`src/hdl/fwps_pkg.sv`:
```
// Constants, types and opcodes for the flash write-protect and status-word block.
// Assumes one core clock at 10 MHz; all pin inputs arrive asynchronously.
//
// How it works
// Supply-low reset blocks all decoding
// Power-up delay blocks write-type instructions
// Power-up leaves write enable latch clear
// Writes refused unless write enable latch set
// Write enable instruction sets latch at S1
// Listed instructions clear the write enable latch
// Busy at S0 high through every operation
// Busy ignores all but status reads, suspend
// Power-down ignores all but release
// Region size bits S4-S2 pick protection
// Top/bottom select: top at 0, bottom 1
// Small unit: 4KB sectors or 64KB blocks
// Complement bit S14 inverts the protection
// Lock mode bits at S8 and S7
// Lock 00: pin ignored, latch suffices
// Lock 01: pin low refuses status writes
// Lock 10: refuse until power cycle
// Lock 11: status writes refused until power cycle
// Pin counts only outside quad mode
// Suspend sets S15, resume clears it
// Security lock bits S13-S11 only set
// Quad enable S9 turns pins into data; the code only uses it to ignore wp_b for status writes in lock 01
// Refused operations change nothing, no busy
// Host polls busy before next write
`default_nettype none

package fwps_pkg;

    localparam int CLK_PERIOD_NS = 100;

    // Instruction codes
    localparam logic [7:0] OP_WREN = 8'h06;
    localparam logic [7:0] OP_WRDI = 8'h04;
    localparam logic [7:0] OP_RDSR1 = 8'h05;
    localparam logic [7:0] OP_RDSR2 = 8'h35;
    localparam logic [7:0] OP_WRSR = 8'h01;
    localparam logic [7:0] OP_PP = 8'h02;
    localparam logic [7:0] OP_SE = 8'h20;
    localparam logic [7:0] OP_BE = 8'hD8;
    localparam logic [7:0] OP_CE = 8'hC7;
    localparam logic [7:0] OP_SUSPEND = 8'h75;
    localparam logic [7:0] OP_RESUME = 8'h7A;
    localparam logic [7:0] OP_PD = 8'hB9;
    localparam logic [7:0] OP_RPD = 8'hAB;
    localparam logic [7:0] OP_SRERASE = 8'h44;
    localparam logic [7:0] OP_SRPROG = 8'h42;

    // Array geometry
    localparam int ARRAY_AW = 21;
    localparam int SECTOR_LSB = 12;
    localparam int BLOCK_LSB = 16;
    localparam logic [8:0] SECTOR_MAX = 9'h1FF;
    localparam logic [8:0] BLOCK_MAX = 9'h01F;
    localparam logic [8:0] SEC_32K_UNITS = 9'h008;
    localparam logic [23:0] SECTOR_SPAN = 24'h000FFF;
    localparam logic [23:0] BLOCK_SPAN = 24'h00FFFF;
    localparam int SECREG_SEL_LSB = 12;

    // Status word bit positions
    localparam int ST_BUSY = 0;
    localparam int ST_WEL = 1;
    localparam int ST_BP_LSB = 2;
    localparam int ST_TB = 5;
    localparam int ST_SEC = 6;
    localparam int ST_LOCK_LO = 7;
    localparam int ST_LOCK_HI = 8;
    localparam int ST_QE = 9;
    localparam int ST_LB_LSB = 11;
    localparam int ST_CMP = 14;
    localparam int ST_SUS = 15;
    localparam logic [15:0] STATUS_RESET = 16'h0000;

    // Frame byte counts
    localparam logic [2:0] BYTES_ADDR_DONE = 3'h4;
    localparam logic [2:0] BYTES_PP_MIN = 3'h5;
    localparam logic [2:0] BYTES_WRSR_FULL = 3'h3;

    typedef enum logic [1:0] {
        FWPS_IDLE = 2'b00,
        FWPS_OPCODE = 2'b01,
        FWPS_BODY = 2'b11,
        FWPS_IGNORE = 2'b10
    } fwps_phase_e;

    typedef enum logic [3:0] {
        FWPS_K_NONE = 4'h0,
        FWPS_K_PROGRAM = 4'h1,
        FWPS_K_SECTOR_ERASE = 4'h2,
        FWPS_K_BLOCK_ERASE = 4'h3,
        FWPS_K_CHIP_ERASE = 4'h4,
        FWPS_K_SECREG_ERASE = 4'h5,
        FWPS_K_SECREG_PROG = 4'h6,
        FWPS_K_STATUS_WRITE = 4'h7,
        FWPS_K_SUSPEND = 4'h8,
        FWPS_K_RESUME = 4'h9
    } fwps_kind_e;

    typedef struct packed {
        logic cs_b;
        logic sclk;
        logic di;
        logic wp_b;
    } fwps_pins_s;

    typedef struct packed {
        logic valid;
        fwps_kind_e kind;
        logic [23:0] addr;
    } fwps_cmd_s;

    typedef struct packed {
        logic valid;
        logic [7:0] data;
    } fwps_byte_s;

endpackage

`default_nettype wire

```
`src/hdl/fwps_core.sv`:
```
// Serial-flash front end: instruction decode, status word, write protection.
// Assumes the array core reports completion on array_done in the core clock domain.
`default_nettype none

module fwps_core
    import fwps_pkg::*;
#(
    parameter int PUW_US = 10000
)
(
    input wire logic core_clk,
    input wire logic rst_b,
    input wire fwps_pins_s pins,
    input wire logic array_done,
    output logic spi_do,
    output logic spi_do_oe_b,
    output fwps_cmd_s array_cmd,
    output fwps_byte_s prog_data,
    output logic [15:0] status_word
);

    localparam int PUW_CYCLES = (PUW_US * 1000 + CLK_PERIOD_NS - 1) / CLK_PERIOD_NS;

    ////////////////////////////////////////////////////////////////////////////
    // Functions

    function automatic logic region_hit(input logic [23:0] a, input logic [2:0] bp,
                                        input logic tb, input logic sec, input logic cmp);
        logic in_reg;
        logic [8:0] unit;
        logic [8:0] n;
        logic [8:0] umax;
        in_reg = 1'b0;
        unit = sec ? a[ARRAY_AW-1:SECTOR_LSB] : {4'h0, a[ARRAY_AW-1:BLOCK_LSB]};
        umax = sec ? SECTOR_MAX : BLOCK_MAX;
        n = 9'h001 << (bp - 3'h1);
        if (bp == 3'h0)
        begin
            in_reg = 1'b0;
        end
        else if (bp[2:1] == 2'b11)
        begin
            in_reg = 1'b1;
        end
        else
        begin
            if (sec && bp[2])
            begin
                n = SEC_32K_UNITS;
            end
            in_reg = tb ? (unit < n) : (unit > (umax - n));
        end
        return in_reg ^ cmp;
    endfunction

    function automatic logic is_write_op(input logic [7:0] op);
        return op == OP_WREN || op == OP_PP || op == OP_SE || op == OP_BE ||
               op == OP_CE || op == OP_WRSR;
    endfunction

    ////////////////////////////////////////////////////////////////////////////
    // Pin synchronisers and link edges

    fwps_pins_s pins_s1;
    fwps_pins_s pins_s2;
    fwps_pins_s pins_s3;

    always_ff @(posedge core_clk)
    begin
        if (!rst_b)
        begin
            pins_s1 <= '{cs_b: 1'b1, sclk: 1'b0, di: 1'b0, wp_b: 1'b0};
            pins_s2 <= '{cs_b: 1'b1, sclk: 1'b0, di: 1'b0, wp_b: 1'b0};
            pins_s3 <= '{cs_b: 1'b1, sclk: 1'b0, di: 1'b0, wp_b: 1'b0};
        end
        else
        begin
            pins_s1 <= pins;
            pins_s2 <= pins_s1;
            pins_s3 <= pins_s2;
        end
    end

    logic cs_fall;
    logic cs_rise;
    logic sclk_rise;
    logic sclk_fall;
    assign cs_fall = pins_s3.cs_b && !pins_s2.cs_b;
    assign cs_rise = !pins_s3.cs_b && pins_s2.cs_b;
    assign sclk_rise = !pins_s2.cs_b && !pins_s3.sclk && pins_s2.sclk;
    assign sclk_fall = !pins_s2.cs_b && pins_s3.sclk && !pins_s2.sclk;

    ////////////////////////////////////////////////////////////////////////////
    // Status fields and power-up delay

    logic busy;
    logic write_enable_latch;
    logic [2:0] region_size;
    logic top_bottom_select;
    logic small_unit_select;
    logic status_lock_mode_low;
    logic status_lock_mode_high;
    logic quad_io_enable;
    logic [2:0] security_lock;
    logic protect_complement;
    logic paused_op_flag;
    logic powered_down;
    logic puw_done;
    logic [$clog2(PUW_CYCLES+1)-1:0] puw_cnt;

    assign status_word = {paused_op_flag, protect_complement, security_lock, 1'b0,
                          quad_io_enable, status_lock_mode_high, status_lock_mode_low,
                          small_unit_select, top_bottom_select, region_size,
                          write_enable_latch, busy};

    always_ff @(posedge core_clk)
    begin
        if (!rst_b)
        begin
            puw_cnt <= '0;
            puw_done <= 1'b0;
        end
        else if (!puw_done)
        begin
            puw_cnt <= puw_cnt + 1'b1;
            puw_done <= (puw_cnt == ($bits(puw_cnt))'(PUW_CYCLES - 1));
        end
    end

    ////////////////////////////////////////////////////////////////////////////
    // Frame decoder

    fwps_phase_e phase;
    logic [2:0] bit_cnt;
    logic [2:0] byte_cnt;
    logic [7:0] shift_in;
    logic [7:0] opcode;
    logic [23:0] addr;
    logic [7:0] sr_lo;
    logic [7:0] sr_hi;
    logic [7:0] in_byte;
    logic byte_done;
    logic op_allowed;
    logic pp_ok;

    assign in_byte = {shift_in[6:0], pins_s2.di};
    assign byte_done = sclk_rise && (bit_cnt == 3'h7);

    always_comb
    begin
        op_allowed = 1'b1;
        if (powered_down)
        begin
            op_allowed = (in_byte == OP_RPD);
        end
        else if (busy)
        begin
            op_allowed = in_byte == OP_RDSR1 || in_byte == OP_RDSR2 ||
                         in_byte == OP_SUSPEND;
        end
        else if (!puw_done && is_write_op(in_byte))
        begin
            op_allowed = 1'b0;
        end
    end

    assign pp_ok = write_enable_latch && !busy && !paused_op_flag &&
                   !region_hit(addr, region_size, top_bottom_select, small_unit_select,
                               protect_complement);

    always_ff @(posedge core_clk)
    begin
        if (!rst_b)
        begin
            phase <= FWPS_IDLE;
            bit_cnt <= 3'h0;
            byte_cnt <= 3'h0;
            shift_in <= 8'h00;
            opcode <= 8'h00;
            addr <= 24'h000000;
            sr_lo <= 8'h00;
            sr_hi <= 8'h00;
            prog_data <= '0;
        end
        else
        begin
            prog_data.valid <= 1'b0;
            if (cs_rise)
            begin
                phase <= FWPS_IDLE;
            end
            else if (cs_fall)
            begin
                phase <= FWPS_OPCODE;
                bit_cnt <= 3'h0;
                byte_cnt <= 3'h0;
            end
            else if (sclk_rise && phase != FWPS_IDLE && phase != FWPS_IGNORE)
            begin
                shift_in <= in_byte;
                bit_cnt <= bit_cnt + 3'h1;
                if (byte_done)
                begin
                    if (byte_cnt != 3'h7)
                    begin
                        byte_cnt <= byte_cnt + 3'h1;
                    end
                    if (phase == FWPS_OPCODE)
                    begin
                        opcode <= in_byte;
                        phase <= op_allowed ? FWPS_BODY : FWPS_IGNORE;
                    end
                    else if (byte_cnt < BYTES_ADDR_DONE)
                    begin
                        addr <= {addr[15:0], in_byte};
                    end
                    else if (opcode == OP_PP && pp_ok)
                    begin
                        prog_data.valid <= 1'b1;
                        prog_data.data <= in_byte;
                    end
                    if (byte_cnt == 3'h1)
                    begin
                        sr_lo <= in_byte;
                    end
                    if (byte_cnt == 3'h2)
                    begin
                        sr_hi <= in_byte;
                    end
                end
            end
        end
    end

    ////////////////////////////////////////////////////////////////////////////
    // Status read shifter

    logic [7:0] out_shift;
    logic load_pending;
    logic is_read;

    assign is_read = phase == FWPS_BODY && (opcode == OP_RDSR1 || opcode == OP_RDSR2);
    assign spi_do = out_shift[7];
    assign spi_do_oe_b = !(is_read && !pins_s2.cs_b);

    always_ff @(posedge core_clk)
    begin
        if (!rst_b)
        begin
            out_shift <= 8'h00;
            load_pending <= 1'b0;
        end
        else if (cs_fall)
        begin
            load_pending <= 1'b0;
        end
        else if (byte_done && (phase == FWPS_OPCODE || is_read))
        begin
            load_pending <= 1'b1;
        end
        else if (sclk_fall)
        begin
            load_pending <= 1'b0;
            if (load_pending)
            begin
                out_shift <= (opcode == OP_RDSR2) ? status_word[15:8] : status_word[7:0];
            end
            else
            begin
                out_shift <= {out_shift[6:0], 1'b0};
            end
        end
    end

    ////////////////////////////////////////////////////////////////////////////
    // Execution at frame end

    logic frame_end;
    logic status_ok;
    logic [23:0] range_hi;
    logic range_hit;
    logic [1:0] sreg_sel;
    logic sreg_locked;
    fwps_kind_e exec_kind;

    assign frame_end = cs_rise && phase == FWPS_BODY;
    assign sreg_sel = addr[SECREG_SEL_LSB+1:SECREG_SEL_LSB];
    assign sreg_locked = (sreg_sel == 2'h0) || security_lock[sreg_sel - 2'h1];
    assign range_hi = addr | ((opcode == OP_BE) ? BLOCK_SPAN : SECTOR_SPAN);
    assign range_hit = region_hit(addr, region_size, top_bottom_select, small_unit_select,
                                  protect_complement) ||
                       region_hit(range_hi, region_size, top_bottom_select,
                                  small_unit_select, protect_complement);

    always_comb
    begin
        case ({status_lock_mode_high, status_lock_mode_low})
            2'b00: status_ok = write_enable_latch;
            2'b01: status_ok = write_enable_latch &&
                               (quad_io_enable || pins_s2.wp_b); // see R16 see R19
            default: status_ok = 1'b0; // see R17
        endcase
    end

    always_comb
    begin
        exec_kind = FWPS_K_NONE;
        if (frame_end && !busy && !paused_op_flag && write_enable_latch)
        begin
            if (opcode == OP_PP && byte_cnt >= BYTES_PP_MIN && pp_ok)
            begin
                exec_kind = FWPS_K_PROGRAM;
            end
            else if (opcode == OP_SE && byte_cnt >= BYTES_ADDR_DONE && !range_hit)
            begin
                exec_kind = FWPS_K_SECTOR_ERASE;
            end
            else if (opcode == OP_BE && byte_cnt >= BYTES_ADDR_DONE && !range_hit)
            begin
                exec_kind = FWPS_K_BLOCK_ERASE;
            end
            else if (opcode == OP_CE && ((region_size == 3'h0 && !protect_complement) ||
                     (region_size[2:1] == 2'b11 && protect_complement)))
            begin
                exec_kind = FWPS_K_CHIP_ERASE;
            end
            else if (opcode == OP_SRERASE && byte_cnt >= BYTES_ADDR_DONE && !sreg_locked)
            begin
                exec_kind = FWPS_K_SECREG_ERASE;
            end
            else if (opcode == OP_SRPROG && byte_cnt >= BYTES_PP_MIN && !sreg_locked)
            begin
                exec_kind = FWPS_K_SECREG_PROG;
            end
            else if (opcode == OP_WRSR && byte_cnt >= 3'h2 && status_ok)
            begin
                exec_kind = FWPS_K_STATUS_WRITE;
            end
        end
        else if (frame_end && opcode == OP_SUSPEND && busy &&
                 array_cmd.kind != FWPS_K_STATUS_WRITE)
        begin
            exec_kind = FWPS_K_SUSPEND;
        end
        else if (frame_end && opcode == OP_RESUME && paused_op_flag)
        begin
            exec_kind = FWPS_K_RESUME;
        end
    end

    always_ff @(posedge core_clk)
    begin
        if (!rst_b)
        begin
            array_cmd <= '{valid: 1'b0, kind: FWPS_K_NONE, addr: 24'h000000};
        end
        else
        begin
            array_cmd.valid <= exec_kind != FWPS_K_NONE;
            if (exec_kind != FWPS_K_NONE && exec_kind != FWPS_K_SUSPEND &&
                exec_kind != FWPS_K_RESUME)
            begin
                array_cmd.kind <= exec_kind;
                array_cmd.addr <= addr;
            end
        end
    end

    ////////////////////////////////////////////////////////////////////////////
    // Status word update

    always_ff @(posedge core_clk)
    begin
        if (!rst_b)
        begin
            {paused_op_flag, protect_complement, security_lock} <= STATUS_RESET[15:11];
            {quad_io_enable, status_lock_mode_high, status_lock_mode_low} <= STATUS_RESET[9:7];
            {small_unit_select, top_bottom_select, region_size} <= STATUS_RESET[6:2];
            write_enable_latch <= STATUS_RESET[ST_WEL]; // see R03
            busy <= STATUS_RESET[ST_BUSY];
            powered_down <= 1'b0;
        end
        else
        begin
            if (array_done && busy)
            begin
                busy <= 1'b0;
            end
            if (frame_end && opcode == OP_WREN)
            begin
                write_enable_latch <= 1'b1;
            end
            if (frame_end && opcode == OP_WRDI)
            begin
                write_enable_latch <= 1'b0;
            end
            if (frame_end && opcode == OP_PD)
            begin
                powered_down <= 1'b1;
            end
            if (frame_end && opcode == OP_RPD)
            begin
                powered_down <= 1'b0;
            end
            case (exec_kind)
                FWPS_K_NONE: ;
                FWPS_K_SUSPEND:
                begin
                    paused_op_flag <= 1'b1;
                    busy <= 1'b0;
                end
                FWPS_K_RESUME:
                begin
                    paused_op_flag <= 1'b0;
                    busy <= 1'b1;
                end
                default:
                begin
                    busy <= 1'b1;
                    write_enable_latch <= 1'b0;
                    if (exec_kind == FWPS_K_STATUS_WRITE)
                    begin
                        {status_lock_mode_low, small_unit_select, top_bottom_select} <=
                            sr_lo[ST_LOCK_LO:ST_TB];
                        region_size <= sr_lo[ST_BP_LSB+2:ST_BP_LSB];
                        if (byte_cnt >= BYTES_WRSR_FULL)
                        begin
                            status_lock_mode_high <= sr_hi[ST_LOCK_HI-8];
                            quad_io_enable <= sr_hi[ST_QE-8];
                            security_lock <= security_lock | sr_hi[ST_LB_LSB-6:ST_LB_LSB-8];
                            protect_complement <= sr_hi[ST_CMP-8];
                        end
                    end
                end
            endcase
        end
    end

endmodule // fwps_core

`default_nettype wire

```
`config.mk`:
```
export PLATFORM = sky130hd
export DESIGN_NAME = fwps_core
export DESIGN_NICKNAME = d
export VERILOG_FILES = /design/src/hdl/fwps_pkg.sv /design/src/hdl/fwps_core.sv
export SDC_FILE = /design/constraint.sdc
export NUM_CORES = 1
export LEC_CHECK = 0
export ABC_AREA = 1
export BUFFER_PORTS_ARGS = -buffer_cell sky130_fd_sc_hd__buf_2
export CAP_MARGIN = 20
export CORE_UTILIZATION = 42
export CTS_CLUSTER_DIAMETER = 80
export DETAILED_ROUTE_END_ITERATION = 8
export GPL_TIMING_DRIVEN = 0
export SYNTH_ARGS = -nofsm -noshare
export SYNTH_HDL_FRONTEND = slang
export SYNTH_SLANG_ARGS = --single-unit
```
`constraint.sdc`:
```
create_clock -name core_clk -period 4.55 [get_ports core_clk]
set_input_delay 0.6825 -clock core_clk [delete_from_list [all_inputs] [get_ports core_clk]]
set_output_delay 0.6825 -clock core_clk [all_outputs]
set_load 0.05 [all_outputs]
```
# --- Word level (Yosys, flattened, before mapping) ---
# Index checks and enable logic that the tools add are counted.
op_classes:
  n_addsub: 6
  n_lt_le_gt_ge: 10
  eq_ne: 42
  n_shift: 1
  muxes: 49
  bitwise_logic: 13
  reduce_logical: 107
op_table:
  columns: ["cell", "count"]
  rows:
  - ["$mux W9", 7]
  - ["$eq A8 B8 Y1 const B", 7]
  - ["$logic_and A1 B1 Y1", 50]
  - ["$eq A8 B3 Y1 const B", 5]
  - ["$eq A8 B7 Y1 const B", 5]
  - ["$mux W3", 13]
  - ["$eq A8 B6 Y1 const B", 4]
  - ["$or A21 B16 Y21", 1]
  - ["$mux W1", 19]
  - ["$gt A9 B9 Y1", 2]
  - ["$lt A9 B9 Y1", 2]
  - ["$add A17 B1 Y17 const B", 1]
  - ["$eq A17 B17 Y1 const B", 1]
  - ["$eq A8 B1 Y1 const B", 2]
  - ["$eq A8 B2 Y1 const B", 2]
  - ["$mux W16", 1]
  - ["$mux W8", 2]
  - ["$reduce_and A3 Y1", 5]
  - ["$reduce_and A5 Y1", 3]
  - ["$reduce_bool A2 Y1", 7]
  - ["$logic_or A1 B1 Y1", 13]
  - ["$logic_not A1 Y1", 12]
  - ["$mux W4", 3]
  - ["$not A1 Y1", 9]
  - ["35 further kinds", 52]
totals:
  regBits: 153
  input_bits: 7
  out_inout_bits: 56
  elab_cells: 268

# --- Longest topological paths before layout ---
# Gate-level depths: netlist of the first run.
depth:
  word_depth: 22
  ltp_mapped: 31
  ltp_nobuf: 31

# --- Least setup slack after synthesis of the first run ---
# No wires, ideal clock.
synth_path:
  kind: "register to register"
  from: "register region_size[2]"
  to: "register array_cmd[10] (netlist bit)"
  setup_time_ps: 117
  arrival_ps: 3932
  required_time_ps: 4433
  path_slack_ps: 501
  stages_incl_launch_ff: 27
  n_path_buf: 1
  period_less_slack_ps: 4049
  cell_sequence: "dfxtp_1 -> inv_1 -> ha_1 -> inv_1 -> nand2_1 -> nor2_1 -> ha_1 -> inv_1 -> fa_1 -> xnor2_1 -> ha_1 -> nand2_1 -> nor2_2 -> nand3_1 -> nand2_1 -> inv_1 -> nand2_1 -> nand3_1 -> inv_1 -> nand3_1 -> nand4_2 -> nand3_1 -> a21oi_2 -> nand3_4 -> buf_4 -> a21oi_1 -> nor2_1"
synth_via:
  elab_chain_len: 21
  elab_cells_between_ends: 42
  cone_classes: "add/sub (2); order compare (4); eq/ne (3); shift (1); mux (14); bitwise (2); reduce/logical (16)"
synth_lines:
  columns: ["item", "line", "rtl"]
  rows:
  - ["start, declared", "fwps_core.sv:98", "logic [2:0] region_size;"]
  - ["start signal, assigned", "fwps_core.sv:378", "{small_unit_select, top_bottom_select, region_size} <= STATUS_RESET[6:2];"]
  - ["start signal, assigned", "fwps_core.sv:425", "region_size <= sr_lo[ST_BP_LSB+2:ST_BP_LSB];"]
  - ["$sub A3 B1 Y3", "fwps_core.sv:36", "n = 9'h001 << (bp - 3'h1);"]
  - ["$shl A1 B3 Y9", "fwps_core.sv:36", null]
  - ["$mux W9", "fwps_core.sv:47", "if (sec && bp[2])"]
  - ["$mux W9", "fwps_core.sv:41", "else if (bp[2:1] == 2'b11)"]
  - ["$mux W9", "fwps_core.sv:37", "if (bp == 3'h0)"]
  - ["$sub A9 B9 Y9", "fwps_core.sv:51", "in_reg = tb ? (unit < n) : (unit > (umax - n));"]
  - ["$gt A9 B9 Y1", "fwps_core.sv:51", null]
  - ["$mux W1", "fwps_core.sv:51", null]
  - ["[... 5 more ...]", null, null]
  - ["$logic_and A1 B1 Y1", "fwps_core.sv:318", "else if (opcode == OP_BE && byte_cnt >= BYTES_ADDR_DONE && !range_hit)"]
  - ["$mux W3", "fwps_core.sv:318", null]
  - ["$mux W3", "fwps_core.sv:314", "else if (opcode == OP_SE && byte_cnt >= BYTES_ADDR_DONE && !range_hit)"]
  - ["$mux W3 (*)", "fwps_core.sv:310", "if (opcode == OP_PP && byte_cnt >= BYTES_PP_MIN && pp_ok)"]
  - ["$mux W4 (*)", "fwps_core.sv:308", "if (frame_end && !busy && !paused_op_flag && write_enable_latch)"]
  - ["$ne A4 B4 Y1 or $reduce_bool A4 Y1 (tied branches)", "fwps_core.sv:360", "if (exec_kind != FWPS_K_NONE && exec_kind != FWPS_K_SUSPEND &&"]
  - ["$logic_and A1 B1 Y1", "fwps_core.sv:360", null]
  - ["$logic_and A1 B1 Y1 (*)", "fwps_core.sv:360", null]
  - ["end signal, assigned", "fwps_core.sv:355", "array_cmd <= '{valid: 1'b0, kind: FWPS_K_NONE, addr: 24'h000000};"]
  - ["end, declared", "fwps_core.sv:17", "output fwps_cmd_s array_cmd,"]
# Every way passes the cells marked *; elsewhere a longest branch is shown, timed or not. The select of a mux whose other input is x is not followed.
# A chain may end at the register's enable or synchronous reset.

# --- Worst setup path in the final report of the first run ---
layout_path:
  from: "register region_size[0]"
  to: "register top_bottom_select"
layout_via:
  elab_chain_len: 22
  elab_cells_between_ends: 41
  cone_classes: "add/sub (2); order compare (4); eq/ne (3); shift (1); mux (14); bitwise (3); reduce/logical (14)"
layout_lines:
  columns: ["item", "line", "rtl"]
  rows:
  - ["$sub A3 B1 Y3", "fwps_core.sv:36", null]
  - ["$shl A1 B3 Y9", "fwps_core.sv:36", null]
  - ["$mux W9", "fwps_core.sv:47", null]
  - ["$mux W9", "fwps_core.sv:41", null]
  - ["$mux W9", "fwps_core.sv:37", null]
  - ["$sub A9 B9 Y9", "fwps_core.sv:51", null]
  - ["$gt A9 B9 Y1", "fwps_core.sv:51", null]
  - ["$mux W1", "fwps_core.sv:51", null]
  - ["[... 6 more ...]", null, null]
  - ["$mux W3", "fwps_core.sv:318", null]
  - ["$mux W3", "fwps_core.sv:314", null]
  - ["$mux W3 (*)", "fwps_core.sv:310", null]
  - ["$mux W4 (*)", "fwps_core.sv:308", null]
  - ["$eq A4 B4 Y1 or $logic_not A4 Y1 (tied branches)", "fwps_core.sv:405", "case (exec_kind)"]
  - ["$reduce_or A3 Y1 (no source line)", null, null]
  - ["$not A1 Y1 (no source line)", null, null]
  - ["$reduce_and A2 Y1 (no source line) (*)", null, null]
  - ["end signal, assigned", "fwps_core.sv:378", null]
  - ["end signal, assigned", "fwps_core.sv:423", "{status_lock_mode_low, small_unit_select, top_bottom_select} <="]
  - ["end, declared", "fwps_core.sv:99", "logic top_bottom_select;"]
# Marks and branches as above.

==> key figures, run 1 <==
Pwr
  • Power Density: 317 mW/mm^2
  • VDD IR max: 0.269 mV
  • Leakage power: 3.87 nW

Detailed routing
  • 1st-iter DRT viols: 528
  • First-pass DRT Iterations: 5
  • Drt total wl: 20600 um
  • ANT nets after route: 0
  • DR vias/cell: 5.07
  • WL per Instance: 14.8 um
  • Drt drc: 0
  • Routed vias: 7082

Final layout
  • Antenna cells: 0
  • Fin nets: 1203
  • Fillers: 1827
  • Area delta synth->final: 15.7%
  • Post-route cell area: 0.00886 mm^2
  • Layout cells sized above 1: 0.131

Setup path
  • CP most frequent cell: nand2_1
  • Worst reg-to-reg path cell count: 29
  • Critical path arrival: 4340 ps
  • Setup crit start kind: flip-flop
  • R2R Setup Slk: 470 ps
  • Worst r2r src: region_size[0]$_SDFFE_PN0P_
  • Crit Path Category: flip-flop to flip-flop
  • Worst r2r dst: top_bottom_select$_SDFFE_PN0P_
  • Crit-path max FO: 10
  • CP max-delay cell: dfxtp_2
  • Data required time of the critical path: 4810 ps
  • Endpoint class of the critical path: flip-flop
  • CP peak stage delay: 430 ps

Clock network
  • # clock sinks: 150
  • Reg clk slew, reported paths: 60 ps
  • H-tree depth: 4
  • Clock Tree Buf Depth: 2
  • CTS Buf Count: 17
  • Clock Tree Root: clkbuf_16
  • Clock latency on the worst-skew pair: 430 ps
  • CTS tree: yes
  • Setup Buffers After CTS: 0

Timing
  • Final Cycle Share: 0.896
  • Tightest Pin Transition: 897 ps
  • Setup ws final: 471 ps
  • RSZ-0062 raised after global routing: false
  • Crit path time final: 4080 ps
  • Relative slew slack: 0.402
  • Setup-failing EPs final: 0
  • Hold Slack: 410 ps
  • Post-route setup TNS: 0 ps
  • Max Slew Vio Count: 0
  • Hold Violations, Final: 0
  • Clk_skew: 11.5 ps
  • Fmax: 245 MHz

Job
  • Max Cap Viol: 0

Min path
  • Worst Min Path Start: pins_s1[1]$_SDFF_PN0_
  • Worst Hold Depth: 2
  • Hold worst-path end: in_byte[0]$_SDFF_PN0_
  • Hold Path Class: flip-flop to flip-flop

Placement
  • Port buffer count: 61
  • DP Area: 0.00826 mm^2
  • Pre-CTS setup slack: 288 ps
  • Final HPWL DP: 15900 um
  • Placer Congestion: 0.963

Synth
  • Cell area after synthesis: 0.00766 mm^2
  • Cell taking the most area after synthesis: dfxtp_1
  • EDFF count, synth: 0
  • Syn Inst Count: 1074
  • Register area share after synthesis: 0.392
  • Synth Flop Type: dfxtp_1
  • Number of synthesized register bits: 150
  • Yosys cell types: 48
  • Synth warnings: 0
  • Top-count cell post-synth: inv_1
  • Avg Inst Size Synth: 7.14 um^2
  • Share of flip-flops with an asynchronous set or reset: 0
  • Synth Net Count: 1123
  • Top cells by count, synth: inv_1, dfxtp_1, nand2_1
  • Yosys top cell area share: 0.392
  • Synth top area cells: dfxtp_1, a21oi_1, inv_1

Global route
  • Initial antenna violation count: 0
  • First-pass GRT wire length: 32900 um
  • Vias in the first global route: 6399
  • GRT Overall Usage: 0.230
  • Largest net degree at the start of global routing: 17
  • Total grt overflow: 0

Status
  • Status: complete, no violations

Floorplanning
  • Width of the die: 137 um
  • I/O pin cnt: 63
  • Initial Util: 0.428
  • Die H: 137 um
  • Rows: 49
  • DIE AREA: 0.0188 mm^2
  • Core area: 0.0179 mm^2
[cell type report]
class	instances	area, um^2	area share
Timing Repair Buffer	61	305	0.0344
Tap cell	229	287	0.0323
Sequential cell	150	3010	0.339
Multi-Input combinational cell	713	3800	0.428
Clock inverter	12	143	0.0161
Buffer	52	283	0.0319
Clock buffer	20	447	0.0504
Inverter	159	597	0.0673
[cells in the final DEF (no fill, tap or decap), types with 2 or more instances in the layout]
cell type / n
a211oi_2: 5
a21oi_1: 144
a21oi_2: 2
a31oi_1: 6
a41oi_1: 4
buf_2: 62
buf_4: 11
buf_6: 6
bufinv_16: 2
clkbuf_1: 35
clkbuf_16: 17
clkinv_4: 3
clkinvlp_4: 3
dfxtp_1: 147
dfxtp_2: 3
ha_1: 41
inv_1: 150
inv_2: 9
inv_6: 2
nand2_1: 147
nand2_2: 5
nand3_1: 57
nand3_2: 4
nand3b_1: 2
nand4_1: 11
nor2_1: 122
nor2_2: 5
nor3_1: 19
nor3b_1: 2
nor4_1: 9
nor4_2: 2
o211ai_1: 2
o21ai_0: 94
o21ai_1: 5
or2_2: 4
xor2_1: 3
[critical path: cells and delay by family, from the launching register on]
| family | cells | cell delay, ps |
|---|---|---|
| compound gates | 1 | 40 |
| xor+xnor | 1 | 180 |
| fa+ha+maj | 4 | 1060 |
| buf+inv | 6 | 520 |
| flops | 1 | 430 |
| simple gates | 17 | 1680 |
[cells by family after synthesis]
logic type               after synthesis  synth area share
AND/OR/NAND/NOR                      395             0.229
AO/OA/AOI/OAI                        271             0.190
buffers and inverters                211             0.115
flip-flops                           150             0.392
adder cells (fa/ha/maj)               42            0.0696
XOR/XNOR                               4           0.00457
other                                  1          0.000489
[worst max path at each step]
stage | from | endpoint | slack (ps)
global route | region_size[0]$_SDFFE_PN0P_ | array_cmd[3]$_SDFFE_PN0P_ | 30
detailed placement | region_size[0]$_SDFFE_PN0P_ | top_bottom_select$_SDFFE_PN0P_ | 290
floorplan | region_size[2]$_SDFFE_PN0P_ | array_cmd[10]$_SDFFE_PN0P_ | 500
finish | region_size[0]$_SDFFE_PN0P_ | top_bottom_select$_SDFFE_PN0P_ | 470
CTS | region_size[0]$_SDFFE_PN0P_ | top_bottom_select$_SDFFE_PN0P_ | 250
global placement | region_size[0]$_SDFFE_PN0P_ | small_unit_select$_SDFFE_PN0P_ | 290
[state kept, by name, summed over array words and instances (netlist names), 2 cells and up]
name           count
array_cmd         29
pins_s3            2
region_size        3
shift_in           7
out_shift          8
opcode             8
sr_hi              6
pins_s2            3
prog_data          9
security_lock      3
sr_lo              6
byte_cnt           3
bit_cnt            3
addr              24
puw_cnt           17
phase              2
pins_s1            4
[metrics by stage]
stage / total power, mW / utilization / cells
floorplan: 1.40 / - / 1074
CTS: 2.83 / 0.494 / 1396
global route: 2.90 / 0.495 / 1396
detailed placement: 1.43 / 0.461 / 1364
finish: 2.81 / 0.495 / 1396
global placement: 1.43 / 0.461 / 1364
[report_power, final]
group          leakage, nW  switching [mW]  internal (mW)
Sequential            1.21         0.00602           1.32
Combinational         2.38          0.0530         0.0212
Clock                0.279           0.578          0.830
Total                 3.87           0.637           2.17
[what timing repair did]
item	CTS	global route
hold buffers	0	0
setup endpoints to repair	0	48
gates resized for setup	0	8
[layer usage]
metal	GRT usage	routed length [um]
met2	0.365	9260
met5	0	0
met1	0.314	10000
met4	0.0775	411
met3	0.0407	944
Power figures use the tool's default switching activity.
==> run 2, diff against run 1 <==
- REMOVE_ABC_BUFFERS: unset -> 1
==> key figures, run 2 (synthesis gave the netlist of run 1 again) <==
Detailed routing
  • First-pass DRT Iterations: 5 (unchanged)
  • Drt drc: 0 (unchanged)
  • WL per Instance: 14.3 um (was 14.8 um)
  • DR vias/cell: 5.03 (was 5.07)
  • Routed vias: 6819 (was 7082)
  • ANT nets after route: 0 (unchanged)
  • Drt total wl: 19400 um (was 20600 um)
  • 1st-iter DRT viols: 429 (was 528)

Final layout
  • Layout cells sized above 1: 0.135 (was 0.131)
  • Number of flip-flops in the largest register: 29 (unchanged)
  • Top Registers: array_cmd x29, addr x24, puw_cnt x17 (unchanged)
  • Commonest non-fill, non-tap cell in the layout: inv_1 (unchanged)
  • Most frequent cells in the layout: inv_1, dfxtp_1, nand2_1 (was inv_1, nand2_1, dfxtp_1)
  • Area delta synth->final: 15.5% (was 15.7%)
  • Fin nets: 1164 (was 1203)
  • Fillers: 1853 (was 1827)
  • Antenna cells: 0 (unchanged)
  • Largest Register: array_cmd (unchanged)

Floorplanning
  • Core area: 0.0179 mm^2 (unchanged)
  • Rows: 49 (unchanged)
  • Width of the die: 137 um (unchanged)
  • Initial Util: 0.428 (unchanged)
  • Die H: 137 um (unchanged)
  • I/O pin cnt: 63 (unchanged)
  • DIE AREA: 0.0188 mm^2 (unchanged)

Setup path
  • Crit-path max FO: 12 (was 10)
  • CP peak stage delay: 400 ps (was 430 ps)
  • CP most frequent cell: nand2_1 (unchanged)
  • CP max-delay cell: fa_1 (was dfxtp_2)
  • Crit Path Category: flip-flop to flip-flop (unchanged)
  • Endpoint class of the critical path: flip-flop (unchanged)
  • Setup crit start kind: flip-flop (unchanged)
  • Critical path arrival: 4480 ps (was 4340 ps)
  • Data required time of the critical path: 4810 ps (about the same)

Timing
  • Hold Violations, Final: 0 (unchanged)
  • Fmax: 237 MHz (was 245 MHz)
  • Setup ws final: 326 ps (was 471 ps)
  • Final Cycle Share: 0.928 (was 0.896)
  • Max Slew Vio Count: 0 (unchanged)
  • RSZ-0062 raised after global routing: false (unchanged)
  • Hold Slack: 410 ps (about the same)
  • Tightest Pin Transition: 888 ps (was 897 ps)
  • Crit path time final: 4220 ps (was 4080 ps)
  • Relative slew slack: 0.408 (was 0.402)
  • Clk_skew: 8.96 ps (was 11.5 ps)
  • Setup-failing EPs final: 0 (unchanged)

Pwr
  • Leakage power: 3.94 nW (was 3.87 nW)
  • Power Density: 320 mW/mm^2 (was 317 mW/mm^2)
  • VDD IR max: 0.282 mV (was 0.269 mV)

Placement
  • Placer Congestion: 0.923 (was 0.963)
  • Port buffer count: 61 (unchanged)
  • Final HPWL DP: 13100 um (was 15900 um)
  • Pre-CTS setup slack: -183 ps (was 288 ps)

Clock network
  • Clock Tree Buf Depth: 2 (unchanged)
  • CTS Buf Count: 17 (unchanged)
  • H-tree depth: 4 (unchanged)
  • Clock Tree Root: clkbuf_16 (unchanged)
  • CTS tree: yes (unchanged)
  • Clock latency on the worst-skew pair: 420 ps (was 430 ps)
  • Reg clk slew, reported paths: 60 ps (about the same)
  • # clock sinks: 150 (unchanged)
  • Hold_buf cts: 0 (unchanged)

Global route
  • GRT Overall Usage: 0.214 (was 0.230)
  • Largest net degree at the start of global routing: 81 (was 17)
  • Total grt overflow: 0 (unchanged)
  • Vias in the first global route: 6223 (was 6399)
  • First-pass GRT wire length: 30900 um (was 32900 um)
  • Initial antenna violation count: 0 (unchanged)

Min path
  • Hold Path Class: flip-flop to flip-flop (unchanged)

Status
  • Status: complete, no violations (unchanged)

Job
  • Max Cap Viol: 0 (unchanged)
run 2: changes by cell type in the layout (fill, tap and decap cells not counted), sizes merged:
cell      previous run  this run
inv                162       161
bufinv               2         3
nand3               62        67
buf                 80        69
clkinvlp             3         2
clkinv               4         3
clkbuf              53        21
run 2: where the power goes:
part | internal, mW | switching, mW
clock | 0.893 | 0.551
sequential | 1.32 | 0.00539
combinational | 0.0204 | 0.0441
run 2: what timing repair did:
item,in CTS,in global routing
cloned,3,2
setup endpoints to repair,31,49
hold endpoints to repair,0,0
gates resized for setup,6,13
pin swaps,2,4
buffers inserted,1,4
run 2: stage by stage:
step	std cells	TNS (ps)	power (mW)	utilization	cell area, um^2
6_report	1356	0	2.83	0.495	8850
5_1_grt	1356	0	2.93	0.495	8850
4_1_cts	1350	0	2.87	0.487	8730
3_5_place_dp	1315	-4210	1.42	0.449	8040
3_3_place_gp	1312	-4310	1.42	0.445	7970
2_1_floorplan	1022	0	1.39	-	7380
run 2: metal layers:
| metal | vias up | global-route usage | part of all wire | wire length, um |
|---|---|---|---|---|
| li1 | 3613 | - | - | - |
| met1 | 3047 | 0.274 | 0.48 | 9330 |
| met2 | 132 | 0.355 | 0.46 | 8880 |
| met3 | 27 | 0.0441 | 0.039 | 762 |
| met4 | 0 | 0.0726 | 0.021 | 415 |
| met5 | - | 0 | 0 | 0 |
run 2: layout make-up:
cell class | instances | area [um^2] | area share
multi-input combinational | 718 | 3920 | 0.443
sequential | 150 | 3010 | 0.340
inverter | 159 | 597 | 0.0674
clock buffer | 21 | 460 | 0.0520
timing repair buffer | 69 | 435 | 0.0492
tap | 229 | 287 | 0.0324
clock inverter | 10 | 145 | 0.0164
run 2: final timing paths:
path                                                  start                              to  slack, ps  depth (start not counted)
worst max-delay path            region_size[0]$_SDFFE_PN0P_  small_unit_select$_SDFFE_PN0P_        330                         28
worst min-delay path                  pins_s1[2]$_SDFF_PN0_           pins_s2[2]$_SDFF_PN0_        410                          2
worst max register to register  region_size[0]$_SDFFE_PN0P_  small_unit_select$_SDFFE_PN0P_        330                         28
worst min register to register        pins_s1[2]$_SDFF_PN0_           pins_s2[2]$_SDFF_PN0_        410                          2
run 2: critical path, delay by kind of cell (launching register included):
family	cells	cell delay, ps
adder cells (fa/ha/maj)	4	1100
XOR/XNOR	1	160
AND/OR/NAND/NOR	17	1980
AO/OA/AOI/OAI	1	60
buffers and inverters	5	390
flip-flops	1	360
==> run 3, diff against run 2 <==
- CORE_MARGIN: unset -> 4
- clock period: 4.55 -> 3.95 ns (I/O delays scaled with it)
==> key figures, run 3 (synthesis gave the netlist of run 1 again) <==
Floorplanning
  • DIE AREA: 0.0205 mm^2 (was 0.0188 mm^2)
  • Width of the die: 143 um (was 137 um)
  • Rows: 49 (unchanged)
  • Core area: 0.0180 mm^2 (was 0.0179 mm^2)
  • I/O pin cnt: 63 (unchanged)
  • Initial Util: 0.427 (was 0.428)
  • Die H: 143 um (was 137 um)

Setup path
  • Data required time of the critical path: 4280 ps (was 4810 ps)
  • Worst r2r dst: array_cmd[2]$_SDFFE_PN0P_ (was small_unit_select$_SDFFE_PN0P_)
  • Crit Path Category: flip-flop to flip-flop (unchanged)
  • CP max-delay cell: fa_2 (was fa_1)
  • Worst r2r src: region_size[0]$_SDFFE_PN0P_ (unchanged)
  • Endpoint class of the critical path: flip-flop (unchanged)
  • Worst reg-to-reg path cell count: 28 (unchanged)
  • CP peak stage delay: 370 ps (was 400 ps)
  • CP most frequent cell: nand2_2 (was nand2_1)
  • Crit-path max FO: 6 (was 12)
  • R2R Setup Slk: 9 ps (was 330 ps)
  • Setup crit start kind: flip-flop (unchanged)
  • Critical path arrival: 4270 ps (was 4480 ps)

Detailed routing
  • Drt drc: 0 (unchanged)
  • WL per Instance: 15.1 um (was 14.3 um)
  • ANT nets after route: 0 (unchanged)
  • 1st-iter DRT viols: 491 (was 429)
  • DR vias/cell: 5.12 (was 5.03)
  • Routed vias: 7076 (was 6819)
  • Drt total wl: 20900 um (was 19400 um)
  • First-pass DRT Iterations: 6 (was 5)

Placement
  • Placer Congestion: 0.889 (was 0.923)
  • Placed insts: 1314 (was 1315)
  • Final HPWL DP: 13200 um (was 13100 um)
  • Port buffer count: 61 (unchanged)
  • DP Area: 0.00804 mm^2 (about the same)
  • Pre-CTS setup slack: -718 ps (was -183 ps)

Final layout
  • Non-filler cells, final: 1381 (was 1356)
  • Area of the multi-input gates: 0.00427 mm^2 (was 0.00392 mm^2)
  • Fin nets: 1188 (was 1164)
  • Post-route cell area: 0.00941 mm^2 (was 0.00885 mm^2)
  • Commonest non-fill, non-tap cell in the layout: dfxtp_1 (was inv_1)
  • Reg area: 0.00302 mm^2 (was 0.00301 mm^2)
  • Most frequent cells in the layout: dfxtp_1, inv_1, nand2_1 (was inv_1, dfxtp_1, nand2_1)
  • Antenna cells: 0 (unchanged)
  • Largest Register: array_cmd (unchanged)
  • Fillers: 1758 (was 1853)
  • Layout cells sized above 1: 0.200 (was 0.135)
  • Top Registers: array_cmd x29, addr x24, puw_cnt x17 (unchanged)
  • Area delta synth->final: 22.7% (was 15.5%)
  • Number of flip-flops in the largest register: 29 (unchanged)

Min path
  • Hold Path Class: input pin to flip-flop (was flip-flop to flip-flop)
  • Hold worst-path end: pins_s1[1]$_SDFF_PN0_ (was pins_s2[2]$_SDFF_PN0_)
  • Worst Hold Depth: 3 (was 2)
  • Worst Min Path Start: pins[1] (was pins_s1[2]$_SDFF_PN0_)

Pwr
  • VDD IR max: 0.320 mV (was 0.282 mV)
  • Leakage power: 4.17 nW (was 3.94 nW)
  • Power Density: 339 mW/mm^2 (was 320 mW/mm^2)

Timing
  • Tightest Pin Transition: 896 ps (was 888 ps)
  • Clk_skew: 9.92 ps (was 8.96 ps)
  • RSZ-0062 raised after global routing: true (was false)
  • Hold Violations, Final: 0 (unchanged)
  • Crit path time final: 3940 ps (was 4220 ps)
  • Setup ws final: 9.47 ps (was 326 ps)
  • Hold Slack: 348 ps (was 410 ps)
  • Relative slew slack: 0.402 (was 0.408)
  • Fmax: 254 MHz (was 237 MHz)
  • Setup-failing EPs final: 0 (unchanged)
  • Max Slew Vio Count: 0 (unchanged)
  • Final Cycle Share: 0.998 (was 0.928)

Global route
  • Met3 usage: 0.0435 (was 0.0441)
  • First-pass GRT wire length: 32700 um (was 30900 um)
  • Met1 Usage GRT: 0.263 (was 0.274)
  • Largest net degree at the start of global routing: 88 (was 81)
  • Initial antenna violation count: 0 (unchanged)
  • GR Util met2: 0.330 (was 0.355)
  • GRT Overall Usage: 0.201 (was 0.214)
  • Busiest grt layer: met2 (unchanged)
  • Total grt overflow: 0 (unchanged)
  • Vias in the first global route: 6447 (was 6223)

Job
  • Max Cap Viol: 0 (unchanged)

Clock network
  • CTS tree: yes (unchanged)
  • Clock Tree Buf Depth: 2 (unchanged)
  • CTS Buf Count: 17 (unchanged)
  • Clock latency on the worst-skew pair: 430 ps (was 420 ps)
  • Clock Tree Root: clkbuf_16 (unchanged)
  • Hold_buf cts: 0 (unchanged)
  • H-tree depth: 4 (unchanged)
  • Reg clk slew, reported paths: 70 ps (was 60 ps)
  • # clock sinks: 150 (unchanged)

Status
  • Status: complete, no violations (unchanged)
run 3: cell types whose count changed in the layout (fill, tap and decap cells not counted), sizes merged:
cell	previous run	this run
buf	69	90
bufinv	3	1
clkbuf	21	20
clkinv	3	8
clkinvlp	2	1
inv	161	162
nand2	153	154
nand3	67	68
run 3: critical path: cells and delay by family (launching register included):
family	cells	cell delay, ps
AOI/OAI and AO/OA	1	190
xor gates and xnor gates	1	150
adders and majority gates	4	990
buffers and inverters	6	550
DFF	1	350
and+or+nand+nor	16	1580
run 3: per-stage QoR:
step	TNS [ps]	power, mW	utilization
floorplan	-8450	1.60	-
global placement	-27460	1.64	0.444
detailed placement	-27260	1.64	0.447
CTS	0	3.20	0.504
global route	-5460	3.28	0.524
finish	0	3.18	0.524
run 3: what timing repair did:
action	in CTS	in global routing
gates cloned	5	3
pin swaps	17	33
resized for setup	42	61
endpoints found under the setup margin	51	51
setup buffers	16	11
run 3: how the worst max path moves through the flow:
stage	cells after the start	end	startpoint	slack, ps
after floorplan	27	write_enable_latch$_SDFFE_PP0P_	region_size[2]$_SDFFE_PN0P_	-260
after global placement	23	write_enable_latch$_SDFFE_PP0P_	small_unit_select$_SDFFE_PN0P_	-770
after detailed placement	23	array_cmd[27]$_SDFFE_PN0P_	small_unit_select$_SDFFE_PN0P_	-720
after CTS	26	array_cmd[12]$_SDFFE_PN0P_	small_unit_select$_SDFFE_PN0P_	2
after global routing	27	array_cmd[6]$_SDFFE_PN0P_	region_size[0]$_SDFFE_PN0P_	-220
final	28	array_cmd[2]$_SDFFE_PN0P_	region_size[0]$_SDFFE_PN0P_	9
run 3: metal layers:
layer	share of wire	wire (um)
met1	0.47	9780
met2	0.47	9890
met3	0.038	793
met4	0.020	409
met5	0	0
run 3: layout make-up:
cell class,count,area share
multi-input combinational,720,0.454
sequential,150,0.321
timing repair buffer,91,0.0706
inverter,159,0.0645
clock buffer,19,0.0471
tap,229,0.0305
clock inverter,13,0.0132
run 3: where the power goes:
group          leakage [nW]  internal (mW)  total [mW]  switching (mW)
clock                 0.281          0.893        1.58           0.691
combinational          2.67         0.0236      0.0749          0.0513
sequential             1.21           1.52        1.53         0.00647
total                  4.17           2.44        3.18           0.749
